[src/rtl/cfh_consts.vh]
`ifndef CFH_CONSTS_VH
`define CFH_CONSTS_VH
// ----------------------------------------------------------------
// Widths
// ----------------------------------------------------------------
`define CFH_MAG_W        20
`define CFH_AC_W         21
`define CFH_MD_W         22
`define CFH_IM_W         20
`define CFH_ADDR_W       12
`define CFH_TIMER_W      14
`define CFH_NFLAG        10
`define CFH_NPREC        5
// ----------------------------------------------------------------
// Values
// ----------------------------------------------------------------
`define CFH_MAX_MAG      20'hfffff
`define CFH_ADDR_MAX     12'hfff
// ----------------------------------------------------------------
// Flag positions
// ----------------------------------------------------------------
`define CFH_F_ADDOV      0
`define CFH_F_DIVOV      1
`define CFH_F_SHLOV      2
`define CFH_F_UNDEF      3
`define CFH_F_AUXADR     4
`define CFH_F_NMPAR      5
`define CFH_F_IMPAR      6
`define CFH_F_DIVTRB     7
`define CFH_F_RAROV      8
`define CFH_F_PHALT      9
// ----------------------------------------------------------------
// Overflow kinds
// ----------------------------------------------------------------
`define CFH_OV_NONE      2'h0
`define CFH_OV_ADD       2'h1
`define CFH_OV_SHL       2'h2
`endif

[src/rtl/cfh_console.v]
`include "cfh_consts.vh"

module cfh_console (
    // Clock and reset
    input  wire        clk,
    input  wire        srst,
    // Processor events, same clock
    input  wire        instr_done,
    input  wire        overflow_branch_instr,
    input  wire        programmed_halt_instr,
    input  wire        add_overflow,
    input  wire        div_start,
    input  wire [20:0] dividend,
    input  wire [20:0] divisor,
    input  wire        div_overflow_instr,
    input  wire        shl_overflow,
    input  wire        undef_opcode,
    input  wire        aux_addr_error,
    input  wire        nm_parity_err,
    input  wire        im_parity_err,
    input  wire        div_trouble,
    input  wire        rel_add_valid,
    input  wire [11:0] rel_addr_a,
    input  wire [11:0] rel_addr_b,
    input  wire        single_order_mode,
    input  wire        program_rel_addr,
    input  wire        ac_load,
    input  wire [20:0] ac_in,
    input  wire [21:0] md_reg,
    input  wire [21:0] xfer_reg,
    input  wire [20:0] aux_div_reg,
    input  wire [19:0] im_rdata,
    input  wire [21:0] nm_rdata,
    // Console switches, asynchronous
    input  wire [2:0]  trunc_sw,
    input  wire [4:0]  prec_sw,
    input  wire [9:0]  ack_sw,
    input  wire [3:0]  stop_fault_sw,
    input  wire        phalt_enable_sw,
    input  wire        slow_mode_sw,
    input  wire        halt_on_overflow_switch,
    input  wire        aux_readout_sw,
    input  wire [11:0] addr_sw,
    input  wire        clear_tally_reladdr_control,
    input  wire        set_tally_sw,
    input  wire        set_reladdr_sw,
    input  wire        use_reladdr_sw,
    input  wire [11:0] seq_sw,
    input  wire        seq_reset_sw,
    input  wire [13:0] timer_sw,
    input  wire        timer_reset_sw,
    input  wire [11:0] mem_addr_sw,
    input  wire [21:0] mem_data_sw,
    input  wire        memory_select_switch,
    input  wire        mem_write_sw,
    input  wire        manual_oper_sw,
    // Lamps and processor controls
    output reg  [9:0]  flag_lamps,
    output reg         halted,
    output reg  [20:0] ac_lamps,
    output reg  [21:0] md_lamps,
    output reg  [21:0] xfer_lamps,
    output reg  [19:0] im_lamps,
    output reg  [11:0] tally_out,
    output reg  [11:0] reladdr_out,
    output reg  [11:0] rel_sum_out,
    output reg         force_rel_addr,
    output reg  [11:0] seq_out,
    output reg  [13:0] timer_out,
    output reg         mem_req,
    output reg         mem_is_nm,
    output reg         mem_we,
    output reg  [11:0] mem_addr,
    output reg  [21:0] mem_wdata
);

// ----------------------------------------------------------------
// Switch synchronisers
// ----------------------------------------------------------------
localparam SW_W = 3 + 5 + 10 + 4 + 5 + 12 + 4 + 12 + 1 + 14 + 1
                  + 12 + 22 + 3;
wire [SW_W-1:0] sw_raw = {trunc_sw, prec_sw, ack_sw, stop_fault_sw,
    phalt_enable_sw, slow_mode_sw, halt_on_overflow_switch,
    aux_readout_sw, use_reladdr_sw, addr_sw,
    clear_tally_reladdr_control, set_tally_sw, set_reladdr_sw,
    seq_reset_sw, seq_sw, timer_reset_sw, timer_sw, manual_oper_sw,
    mem_addr_sw, mem_data_sw, memory_select_switch, mem_write_sw,
    1'b0};
// Metastable, settled and delayed copies
reg  [SW_W-1:0] sw_meta_reg;
reg  [SW_W-1:0] sw_reg;
reg  [SW_W-1:0] sw_old_reg;

// Two flops, then a copy for edge detection
always @(posedge clk) begin
    if (srst) begin
        sw_meta_reg <= {SW_W{1'b0}};
        sw_reg      <= {SW_W{1'b0}};
        sw_old_reg  <= {SW_W{1'b0}};
    end else begin
        sw_meta_reg <= sw_raw;
        sw_reg      <= sw_meta_reg;
        sw_old_reg  <= sw_reg;
    end
end

wire [SW_W-1:0] sw_rise = sw_reg & ~sw_old_reg;

// Field positions in the packed switch word
localparam P_TRUNC = SW_W - 1;
localparam P_PREC  = P_TRUNC - 3;
localparam P_ACK   = P_PREC - `CFH_NPREC;
localparam P_STOP  = P_ACK - `CFH_NFLAG;
localparam P_PHEN  = P_STOP - 4;
localparam P_SLOW  = P_PHEN - 1;
localparam P_HOV   = P_SLOW - 1;
localparam P_AUXRO = P_HOV - 1;
localparam P_UREL  = P_AUXRO - 1;
localparam P_ADDR  = P_UREL - 1;
localparam P_CLR   = P_ADDR - `CFH_ADDR_W;
localparam P_STAL  = P_CLR - 1;
localparam P_SRAR  = P_STAL - 1;
localparam P_SQRS  = P_SRAR - 1;
localparam P_SEQ   = P_SQRS - 1;
localparam P_TMRS  = P_SEQ - `CFH_ADDR_W;
localparam P_TIMER = P_TMRS - 1;
localparam P_MAN   = P_TIMER - `CFH_TIMER_W;
localparam P_MADDR = P_MAN - 1;
localparam P_MDATA = P_MADDR - `CFH_ADDR_W;
localparam P_MSEL  = P_MDATA - `CFH_MD_W;
localparam P_MWR   = P_MSEL - 1;

// Unpack synchronised switches
wire [2:0]  s_trunc  = sw_reg[P_TRUNC -: 3];
wire [4:0]  s_prec   = sw_reg[P_PREC -: 5];
wire [9:0]  ack_p    = sw_rise[P_ACK -: 10];
wire [3:0]  s_stop   = sw_reg[P_STOP -: 4];
wire        s_phen   = sw_reg[P_PHEN];
wire        s_slow   = sw_reg[P_SLOW];
wire        s_hov    = sw_reg[P_HOV];
wire        s_auxro  = sw_reg[P_AUXRO];
wire        s_userel = sw_reg[P_UREL];
wire [11:0] s_addr   = sw_reg[P_ADDR -: 12];
wire        clr_p    = sw_rise[P_CLR];
wire        stal_p   = sw_rise[P_STAL];
wire        srar_p   = sw_rise[P_SRAR];
wire        sqrs_p   = sw_rise[P_SQRS];
wire [11:0] s_seq    = sw_reg[P_SEQ -: 12];
wire        tmrs_p   = sw_rise[P_TMRS];
wire [13:0] s_timer  = sw_reg[P_TIMER -: 14];
wire        man_p    = sw_rise[P_MAN];
wire [11:0] s_maddr  = sw_reg[P_MADDR -: 12];
wire [21:0] s_mdata  = sw_reg[P_MDATA -: 22];
wire        s_msel   = sw_reg[P_MSEL];
wire        s_mwr    = sw_reg[P_MWR];

// ----------------------------------------------------------------
// Accumulator conditioning
// ----------------------------------------------------------------
reg  [1:0]  pend_ov_reg;
reg         trunc_cond;
// Conditioned accumulator value
reg  [20:0] ac_mod;
wire [4:0]  prec_keep;
// Overflow kinds in truncate-switch order
wire [2:0]  ov_kind = {shl_overflow, div_overflow_instr, add_overflow};
wire [2:0]  trunc_hit;

// Per-bit precision mask on low stages
genvar gi;
generate
    for (gi = 0; gi < `CFH_NPREC; gi = gi + 1) begin : g_prec
        assign prec_keep[gi] = ~s_prec[gi];
    end
endgenerate

// Per-type truncation enables
generate
    for (gi = 0; gi < 3; gi = gi + 1) begin : g_trunc
        assign trunc_hit[gi] = ov_kind[gi] & s_trunc[gi];
    end
endgenerate

// Truncate on overflow, then precision suppress
always @* begin
    trunc_cond = |trunc_hit;
    ac_mod = ac_in;
    if (trunc_cond) begin
        ac_mod = {ac_in[`CFH_AC_W-1], `CFH_MAX_MAG};
    end
    ac_mod[`CFH_NPREC-1:0] = ac_mod[`CFH_NPREC-1:0] & prec_keep;
end

// ----------------------------------------------------------------
// Flags and halt
// ----------------------------------------------------------------
// Event decode results
reg  [9:0]  set_ev;
reg  [1:0]  pend_ov_next;
reg         inv_ov;
reg         halt_req_reg;
reg         halt_req_next;
// Thirteen-bit sum keeps the carry for the flag
wire [12:0] rel_sum = {1'b0, rel_addr_a} + {1'b0, rel_addr_b};

// Halt causes: faults, programmed halt, overflow
wire        halt_fault = (undef_opcode & s_stop[0])
                       | (aux_addr_error & s_stop[1])
                       | (nm_parity_err & s_stop[2])
                       | (im_parity_err & s_stop[3]);
wire        halt_prog  = programmed_halt_instr & s_phen;
wire        ov_halt_en = s_slow | s_hov;

// Event decode and overflow validity
always @* begin
    inv_ov = (pend_ov_reg != `CFH_OV_NONE) & instr_done
           & ~overflow_branch_instr;
    pend_ov_next = pend_ov_reg;
    if (instr_done) begin
        pend_ov_next = `CFH_OV_NONE;
    end
    if (add_overflow) begin
        pend_ov_next = `CFH_OV_ADD;
    end else if (shl_overflow) begin
        pend_ov_next = `CFH_OV_SHL;
    end
    set_ev = 10'h000;
    set_ev[`CFH_F_ADDOV]  = inv_ov & (pend_ov_reg == `CFH_OV_ADD);
    set_ev[`CFH_F_SHLOV]  = inv_ov & (pend_ov_reg == `CFH_OV_SHL);
    set_ev[`CFH_F_DIVOV]  = div_start & (dividend > divisor);
    set_ev[`CFH_F_UNDEF]  = undef_opcode;
    set_ev[`CFH_F_AUXADR] = aux_addr_error;
    set_ev[`CFH_F_NMPAR]  = nm_parity_err;
    set_ev[`CFH_F_IMPAR]  = im_parity_err;
    set_ev[`CFH_F_DIVTRB] = div_trouble;
    set_ev[`CFH_F_RAROV]  = rel_add_valid & rel_sum[`CFH_ADDR_W];
    set_ev[`CFH_F_PHALT]  = programmed_halt_instr;
    halt_req_next = halt_req_reg | halt_fault | halt_prog
        | ((set_ev[`CFH_F_DIVOV] | inv_ov) & ov_halt_en);
end

// Sticky flags, set beats acknowledge
always @(posedge clk) begin
    if (srst) begin
        flag_lamps   <= 10'h000;
        pend_ov_reg  <= `CFH_OV_NONE;
        halt_req_reg <= 1'b0;
        halted       <= 1'b0;
    end else begin
        flag_lamps  <= (flag_lamps & ~ack_p) | set_ev;
        pend_ov_reg <= pend_ov_next;
        // Halt lands at instruction end
        if (halt_req_next & instr_done) begin
            halted       <= 1'b1;
            halt_req_reg <= 1'b0;
        end else begin
            halt_req_reg <= halt_req_next;
        end
    end
end

// ----------------------------------------------------------------
// Displays
// ----------------------------------------------------------------
reg nm_shown_reg;

// Number word read out stays on the lamps until aux readout replaces it
always @(posedge clk) begin
    if (srst) begin
        ac_lamps     <= 21'h000000;
        md_lamps     <= 22'h000000;
        xfer_lamps   <= 22'h000000;
        nm_shown_reg <= 1'b0;
    end else begin
        if (ac_load) begin
            ac_lamps <= ac_mod;
        end
        xfer_lamps <= xfer_reg;
        if (mem_req & mem_is_nm & ~mem_we) begin
            md_lamps     <= nm_rdata;
            nm_shown_reg <= 1'b1;
        end else if (halted & s_auxro) begin
            md_lamps     <= {1'b0, aux_div_reg};
            nm_shown_reg <= 1'b0;
        end else if (halted & nm_shown_reg) begin
            md_lamps <= md_lamps;
        end else begin
            md_lamps <= md_reg;
        end
    end
end

// ----------------------------------------------------------------
// Manual loads and memory access
// ----------------------------------------------------------------
// Clear must come before each set
reg clr_armed_reg;

always @(posedge clk) begin
    if (srst) begin
        tally_out      <= 12'h000;
        reladdr_out    <= 12'h000;
        rel_sum_out    <= 12'h000;
        force_rel_addr <= 1'b0;
        clr_armed_reg  <= 1'b0;
        seq_out        <= 12'h000;
        timer_out      <= 14'h0000;
        mem_req        <= 1'b0;
        mem_is_nm      <= 1'b0;
        mem_we         <= 1'b0;
        mem_addr       <= 12'h000;
        mem_wdata      <= 22'h000000;
        im_lamps       <= 20'h00000;
    end else begin
        rel_sum_out <= rel_sum[`CFH_ADDR_W-1:0];
        force_rel_addr <= single_order_mode
                        & (s_userel | program_rel_addr);
        if (clr_p) begin
            tally_out     <= 12'h000;
            reladdr_out   <= 12'h000;
            clr_armed_reg <= 1'b1;
        end else if (stal_p & clr_armed_reg) begin
            tally_out     <= s_addr;
            clr_armed_reg <= 1'b0;
        end else if (srar_p & clr_armed_reg) begin
            reladdr_out   <= s_addr;
            clr_armed_reg <= 1'b0;
        end
        if (sqrs_p) begin
            seq_out <= s_seq;
        end
        if (tmrs_p) begin
            timer_out <= s_timer;
        end
        mem_req <= man_p & halted;
        if (man_p & halted) begin
            mem_is_nm <= s_msel;
            mem_we    <= s_mwr;
            mem_addr  <= s_maddr;
            mem_wdata <= s_msel ? s_mdata
                       : {2'h0, s_mdata[`CFH_IM_W-1:0]};
        end
        if (mem_req & ~mem_is_nm) begin
            im_lamps <= mem_we ? mem_wdata[`CFH_IM_W-1:0]
                               : im_rdata;
        end
    end
end

endmodule // cfh_console

[config.mk]
export PLATFORM = sky130hd
export DESIGN_NAME = cfh_console
export DESIGN_NICKNAME = d
export VERILOG_FILES = /design/src/rtl/cfh_console.v
export VERILOG_INCLUDE_DIRS = /design/src /design/src/rtl
export SDC_FILE = /design/constraint.sdc
export NUM_CORES = 1
export LEC_CHECK = 0
export BUFFER_PORTS_ARGS = -buffer_cell sky130_fd_sc_hd__buf_2
export CAP_MARGIN = 15
export CORE_AREA = 2 2 201 203
export CTS_CLUSTER_DIAMETER = 120
export CTS_CLUSTER_SIZE = 40
export DETAILED_ROUTE_END_ITERATION = 8
export DIE_AREA = 0 0 203 205
export GPL_ROUTABILITY_DRIVEN = 0
export GPL_TIMING_DRIVEN = 0
export PLACE_DENSITY_LB_ADDON = 0.05
export SYNTH_ARGS = -nofsm -noshare
export SYNTH_HDL_FRONTEND = slang
export SYNTH_SLANG_ARGS = --single-unit
[constraint.sdc]
create_clock -name clk -period 2.9 [get_ports clk]
set_clock_uncertainty 0.1 [all_clocks]
set_input_delay 0.58 -clock clk [delete_from_list [all_inputs] [get_ports clk]]
set_output_delay 0.58 -clock clk [all_outputs]
set_load 0.01 [all_outputs]
==> implementation parameters, run 1 <==
Parameter                              Value

Synthesis
  Largest cells by area after synthesis    sky130_fd_sc_hd__dfxtp_1 (59%), sky130_fd_sc_hd__nor2b_1 (11%), sky130_fd_sc_hd__mux2i_1 (4.9%)
  Combined area of all synthesized cells    0.0146 sq mm
  Post-synth top flop    sky130_fd_sc_hd__dfxtp_1
  Number of enable-type register cells in the synthesized netlist    0
  Post-synthesis sequential area ratio    0.590
  Total nets after synthesis    1826
  Proportion of netlist area held by the largest area contributor    0.590
  Most common cell in the netlist    sky130_fd_sc_hd__dfxtp_1
  Post-Syn Instances    1473
  Fraction of registers with async set or reset after synthesis    0
  Distinct cells, synth    47
  Commonest cells in the netlist    sky130_fd_sc_hd__dfxtp_1 (431), sky130_fd_sc_hd__nor2b_1 (256), sky130_fd_sc_hd__nor2_1 (167)
  Number of synthesized register bits    431
  Cell taking the most area after synthesis    sky130_fd_sc_hd__dfxtp_1
  Mean instance size in the synthesized netlist    9.93 sq um
  Yosys warning count    0

Critical path
  Terminus of the critical flop-to-flop path    md_lamps[17]
  Worst Reg2Reg Path Length in Cells    7
  Start-to-end type of the worst setup path    in2reg
  Launch point of the worst reg-to-reg path    halted
  CP Data Required Time    3220 ps
  Signal arrival time at the worst endpoint    2380 ps
  Worst-path cell with the longest stage delay    sky130_fd_sc_hd__fa_1
  Largest stage delay on the critical path    360 ps
  Worst path cell trace    buf_2, ha_1, inv_1, fa_1, and2b_1, o2111ai_1, and3_4, o31ai_4, xnor2_1, nor2_1
  Type of element capturing the critical path    flip-flop
  Slack of the worst reg-to-reg path    900 ps
  Largest fanout of any net on the critical path    3
  Kind of launch point of the worst setup path    input pin

Layout
  Number of nets in the finished design    2355
  Non-Filler Instances    2533
  Fraction of layout cells with a size suffix above 1    0.276
  Post-Route Utilization    0.464
  Layout overhead on the synthesized area    24.8%
  Cell area after layout    0.0183 sq mm

Routing
  Pre-antenna DRT Iters    4
  Wire length per cell    16.8 microns
  Violation count after the first detailed-routing iteration    372
  Post-route antenna net violation count    0
  Vias    11400
  Total wire length after detailed routing    42500 microns
  Per-cell via count in the routed design    4.50
  DRC viols    0

Placement
  Sum of net half-perimeters after detailed placement    33700 microns
  Placed standard-cell area    0.0179 sq mm
  Port-buffer cells    513
  Placed cell count    2511

Global routing
  Initial antenna violation count    13
  Vias in the first global route    11300
  Total routing usage reported by global routing    0.196
  Maximum number of pins on one net before global-route repair    41
  Global-route wire length before repair    63100 microns
  Total congestion overflow    0

Timing
  Minimum clock period    2060 ps
  Max_slew headroom    0.332
  Endpoints failing hold    0
  Setup-violating endpoint count in the final report    0
  Transition time at the pin with the least slew margin    1000 ps
  Setup Total Neg Slack    0 ps
  Share of the cycle needed by the critical path after routing    0.712
  Maximum operating frequency    485 MHz
  Final Max Slew Viols    0
  Unrepaired setup endpoints after global routing    false

Floorplan
  Site Rows    73
  Width of the die    203 microns
  Initial cell density of the core    0.372
  Die area    0.0416 sq mm
  Vertical die dimension    205 microns
  CORE AREA    0.0394 sq mm
  I/O pin count    515

Worst hold path
  Startpoint of the tightest hold check path    add_overflow
  Hold worst-path end    pend_ov_reg[1]
  Hold/Removal Path Class    in2reg
  Worst Hold Depth    2

CTS
  Clock-pin slew reported for the worst setup and hold paths after clock tree synthesis    140 ps
  CTS resizes    0
  Setup Fix Bufs, Post-CTS    0
  # clock sinks    431
  TritonCTS clock tree    done
  Inserted Clock Buffers    14
  Clk root buf    sky130_fd_sc_hd__clkbuf_16
  CTS Buffer Depth    3
  Hold Buf Count CTS    0
  Level count of the clock H-tree    1
  Skew-Pair Late Insertion Delay    530 ps

Pwr
  Power density relative to cell area    545 mW/mm^2
  Standby leakage power    8.46 nW
  Power consumption    9.94 mW
  Peak supply drop    0.434 mV

Job
  Max Cap Viol    0

Outcome
  Run status    complete, no violations
## cell type report
class | count | area (sq um)
fill | 3973 | 21100
sequential | 431 | 8630
multi-input combinational | 928 | 5550
timing repair buffer | 513 | 2570
tap | 525 | 657
clock buffer | 15 | 375
buffer | 83 | 333
inverter | 31 | 116
antenna | 6 | 15.0
clock inverter | 1 | 11.3
## through the flow
| stage | setup slack (ps) | hold WS (ps) |
|---|---|---|
| after floorplan | 562 | 310 |
| after global placement | 250 | 316 |
| after detailed placement | 262 | 320 |
| after CTS | 821 | 90.2 |
| after global routing | 719 | 95.1 |
| final | 836 | 118 |
## cells in the final DEF, fill, tap and decap left out, types with 7 or more instances in the layout
| master | count |
|---|---|
| sky130_fd_sc_hd__buf_2 | 527 |
| sky130_fd_sc_hd__dfxtp_1 | 431 |
| sky130_fd_sc_hd__nor2b_1 | 256 |
| sky130_fd_sc_hd__nor2_1 | 167 |
| sky130_fd_sc_hd__nand2_1 | 138 |
| sky130_fd_sc_hd__a21oi_1 | 110 |
| sky130_fd_sc_hd__mux2i_1 | 71 |
| sky130_fd_sc_hd__a211oi_1 | 59 |
| sky130_fd_sc_hd__clkbuf_1 | 59 |
| sky130_fd_sc_hd__ha_1 | 33 |
| sky130_fd_sc_hd__inv_1 | 31 |
| sky130_fd_sc_hd__nand2b_1 | 16 |
| sky130_fd_sc_hd__clkbuf_16 | 15 |
| sky130_fd_sc_hd__o21ai_0 | 10 |
| sky130_fd_sc_hd__buf_1 | 9 |
| sky130_fd_sc_hd__nor3_1 | 7 |
## cells by family after synthesis
logic type / share of synthesized area
buf+inv: 0.0307
fa+ha+maj: 0.0296
flops: 0.590
compound gates: 0.0848
xor+xnor: 0.00419
simple gates: 0.212
mux: 0.0486
## worst max-delay path, delay by kind of cell
kind | cells | cell delay (ps)
AOI/OAI and AO/OA | 2 | 410
and+or+nand+nor | 3 | 520
buffers and inverters | 2 | 150
adders and majority gates | 2 | 570
xor gates and xnor gates | 1 | 150
## layer usage
metal  global-route usage  share of wire
met1                0.224           0.40
met2                0.360           0.50
met3               0.0503          0.071
met4               0.0579          0.028
met5                    0         0.0021
## worst max-delay path by stage
stage	from	endpoint	cells after the start
global placement	srst	rel_sum_out[4]	5
finish	rel_addr_a[0]	rel_sum_out[10]	10
global route	halted	md_lamps[9]	7
CTS	halted	md_lamps[17]	7
floorplan	rel_addr_a[0]	rel_sum_out[10]	9
detailed placement	srst	rel_sum_out[11]	5
## report_power, final
part           internal (mW)  switching [mW]
sequential              6.16          0.0755
clock                  0.954            1.74
combinational          0.473           0.539
Note: power is estimated with default switching activity, not from simulation.
==> inputs of run 2 (changes only) <==
- ABC_AREA: not set -> 1
- CORE_AREA: 2 2 201 203 -> 2 2 203 205
- DIE_AREA: 0 0 203 205 -> 0 0 205 207
- clock period: 2.9 -> 1.74 ns (I/O delays scaled with it)
==> implementation parameters, run 2 <==
Parameter                              Value

Outcome
  Run status    complete, no violations

Global routing
  Vias in the first global route    13600
  Maximum number of pins on one net before global-route repair    41
  Total congestion overflow    0
  Global-route wire length before repair    70900 microns
  Initial antenna violation count    4
  Total routing usage reported by global routing    0.211

Pwr
  Standby leakage power    10.4 nW
  Power density relative to cell area    844 mW/mm^2
  Peak supply drop    0.573 mV

Synthesis
  Mean instance size in the synthesized netlist    8.01 sq um
  Proportion of netlist area held by the largest area contributor    0.578
  Distinct cells, synth    37
  Combined area of all synthesized cells    0.0149 sq mm
  Cell taking the most area after synthesis    sky130_fd_sc_hd__dfxtp_1
  Yosys warning count    0
  Post-synth top flop    sky130_fd_sc_hd__dfxtp_1
  Most common cell in the netlist    sky130_fd_sc_hd__nor2_1
  Largest cells by area after synthesis    sky130_fd_sc_hd__dfxtp_1 (58%), sky130_fd_sc_hd__nor2_1 (12%), sky130_fd_sc_hd__inv_1 (8.0%)
  Post-synthesis sequential area ratio    0.578
  Number of enable-type register cells in the synthesized netlist    0
  Number of synthesized register bits    431
  Total nets after synthesis    2219
  Post-Syn Instances    1866
  Fraction of registers with async set or reset after synthesis    0
  Commonest cells in the netlist    sky130_fd_sc_hd__nor2_1 (465), sky130_fd_sc_hd__dfxtp_1 (431), sky130_fd_sc_hd__inv_1 (319)

Layout
  Post-Route Utilization    0.507
  Number of nets in the finished design    2930
  Commonest non-fill, non-tap cell in the layout    sky130_fd_sc_hd__buf_2
  Commonest non-fill, non-tap cells in the layout    sky130_fd_sc_hd__buf_2 (528), sky130_fd_sc_hd__nor2_1 (464), sky130_fd_sc_hd__dfxtp_1 (428), sky130_fd_sc_hd__inv_1 (318), sky130_fd_sc_hd__dlygate4sd3_1 (181)
  Fraction of layout cells with a size suffix above 1    0.226
  Non-Filler Instances    3114
  Cell area after layout    0.0205 sq mm
  Layout overhead on the synthesized area    36.9%

CTS
  Setup Fix Bufs, Post-CTS    0
  CTS Buffer Depth    3
  # clock sinks    431
  TritonCTS clock tree    done
  Skew-Pair Late Insertion Delay    520 ps
  Clk root buf    sky130_fd_sc_hd__clkbuf_16
  Clock-pin slew reported for the worst setup and hold paths after clock tree synthesis    140 ps
  Inserted Clock Buffers    15
  Level count of the clock H-tree    1

Critical path
  CP Data Required Time    1290 ps
  Kind of launch point of the worst setup path    flip-flop
  Crit-path leading delay family    flip-flops
  Type of element capturing the critical path    output port
  Start-to-end type of the worst setup path    reg2out
  Crit path buffers/inverters    1
  Slack of the worst reg-to-reg path    130 ps
  Worst path cell trace    buf_2
  Worst-path cell with the longest stage delay    sky130_fd_sc_hd__dfxtp_1
  Largest stage delay on the critical path    520 ps
  Largest fanout of any net on the critical path    4
  Signal arrival time at the worst endpoint    1240 ps

Floorplan
  Width of the die    205 microns
  Site Rows    74
  Vertical die dimension    207 microns
  Die area    0.0424 sq mm
  I/O pin count    515
  CORE AREA    0.0404 sq mm
  Initial cell density of the core    0.370

Job
  Max Cap Viol    0

Routing
  Vias    13800
  Violation count after the first detailed-routing iteration    720
  DRC viols    0
  Post-route antenna net violation count    0
  Pre-antenna DRT Iters    5
  Per-cell via count in the routed design    4.42
  Wire length per cell    14.9 microns
  Total wire length after detailed routing    46400 microns

Timing
  Unrepaired setup endpoints after global routing    false
  Setup-violating endpoint count in the final report    0
  Endpoints failing hold    0
  Minimum clock period    1690 ps
  Transition time at the pin with the least slew margin    861 ps
  Maximum operating frequency    591 MHz
  Share of the cycle needed by the critical path after routing    0.972
  Max_slew headroom    0.426
  Final Max Slew Viols    0

Placement
  Port-buffer cells    513
  Sum of net half-perimeters after detailed placement    35400 microns
  Placed cell count    2911
  Placed standard-cell area    0.0182 sq mm

Worst hold path
  Hold/Removal Path Class    in2reg
-- run 2: cell count changes after synthesis, sizes merged, moves of 7 or more --
cell / delta
nand3: +30
o21bai: +7
mux2i: -71
clkbuf: +9
nand2b: -16
a211oi: -58
nor2b: -256
nor2: +304
a31oi: +40
a21oi: -23
inv: +294
nand2: +38
o21ai: +135
-- run 2: repair_timing --
| item | 4_1_cts | 5_1_grt |
|---|---|---|
| setup endpoints to repair | 40 | 48 |
| cloned | 0 | 0 |
| endpoints found under the hold margin | 180 | 0 |
| gates resized for setup | 4 | 12 |
| hold buffers | 181 | 0 |
-- run 2: cell families (layout without fill, tap and decap cells) --
group                    Yosys count  count (layout)  share of synthesized area
AO/OA/AOI/OAI                    290             290                      0.104
adder cells (fa/ha/maj)           34              34                     0.0290
buffers and inverters            414            1126                      0.106
flip-flops                       431             431                      0.578
other                              0               4                          0
AND/OR/NAND/NOR                  697             697                      0.183
-- run 2: stage by stage --
step	TNS, ps	total power [mW]	worst slack (ps)	hold slack, ps
after floorplan	-62.7	11.6	-62.7	288
after global placement	-54850	12.5	-487	289
after detailed placement	-58860	12.6	-513	292
after CTS	0	17.5	12.5	5.00
after global routing	0	18.1	7.77	3.66
final	0	17.3	48.5	16.5
-- run 2: path summary, 6_finish.rpt --
path | start | endpoint | depth (start not counted)
worst min-delay path | ac_in[14] | ac_lamps[14] | 3
worst min register to register | sw_meta_reg[29] | sw_reg[29] | 2
worst max-delay path | mem_req | mem_req | 1
worst max register to register | mem_we | md_lamps[3] | 6
-- run 2: layout make-up --
type                            instances  area (sq um)
Fill cell                            4015         19900
Sequential cell                       431          8630
Multi-Input combinational cell       1021          4750
Timing Repair Buffer                  694          4380
Inverter                              326          1220
Tap cell                              532           666
Clock buffer                           15           375
Buffer                                 88           372
Clock inverter                          3          50.0
Antenna cell                            4          10.0
-- run 2: power breakdown --
group	switching (mW)	internal [mW]	total (mW)	leakage, nW
clock network	2.98	1.64	4.62	0.206
logic	1.16	1.02	2.18	6.69
registers	0.156	10.3	10.5	3.55
-- run 2: routing by layer --
layer,vias up,global-route usage,routed length (microns),part of all wire
li1,7079,-,-,-
met1,6198,0.244,18700,0.40
met2,404,0.383,23000,0.50
met3,78,0.0428,3170,0.068
met4,2,0.0705,1480,0.032
met5,-,0,14,0.00030
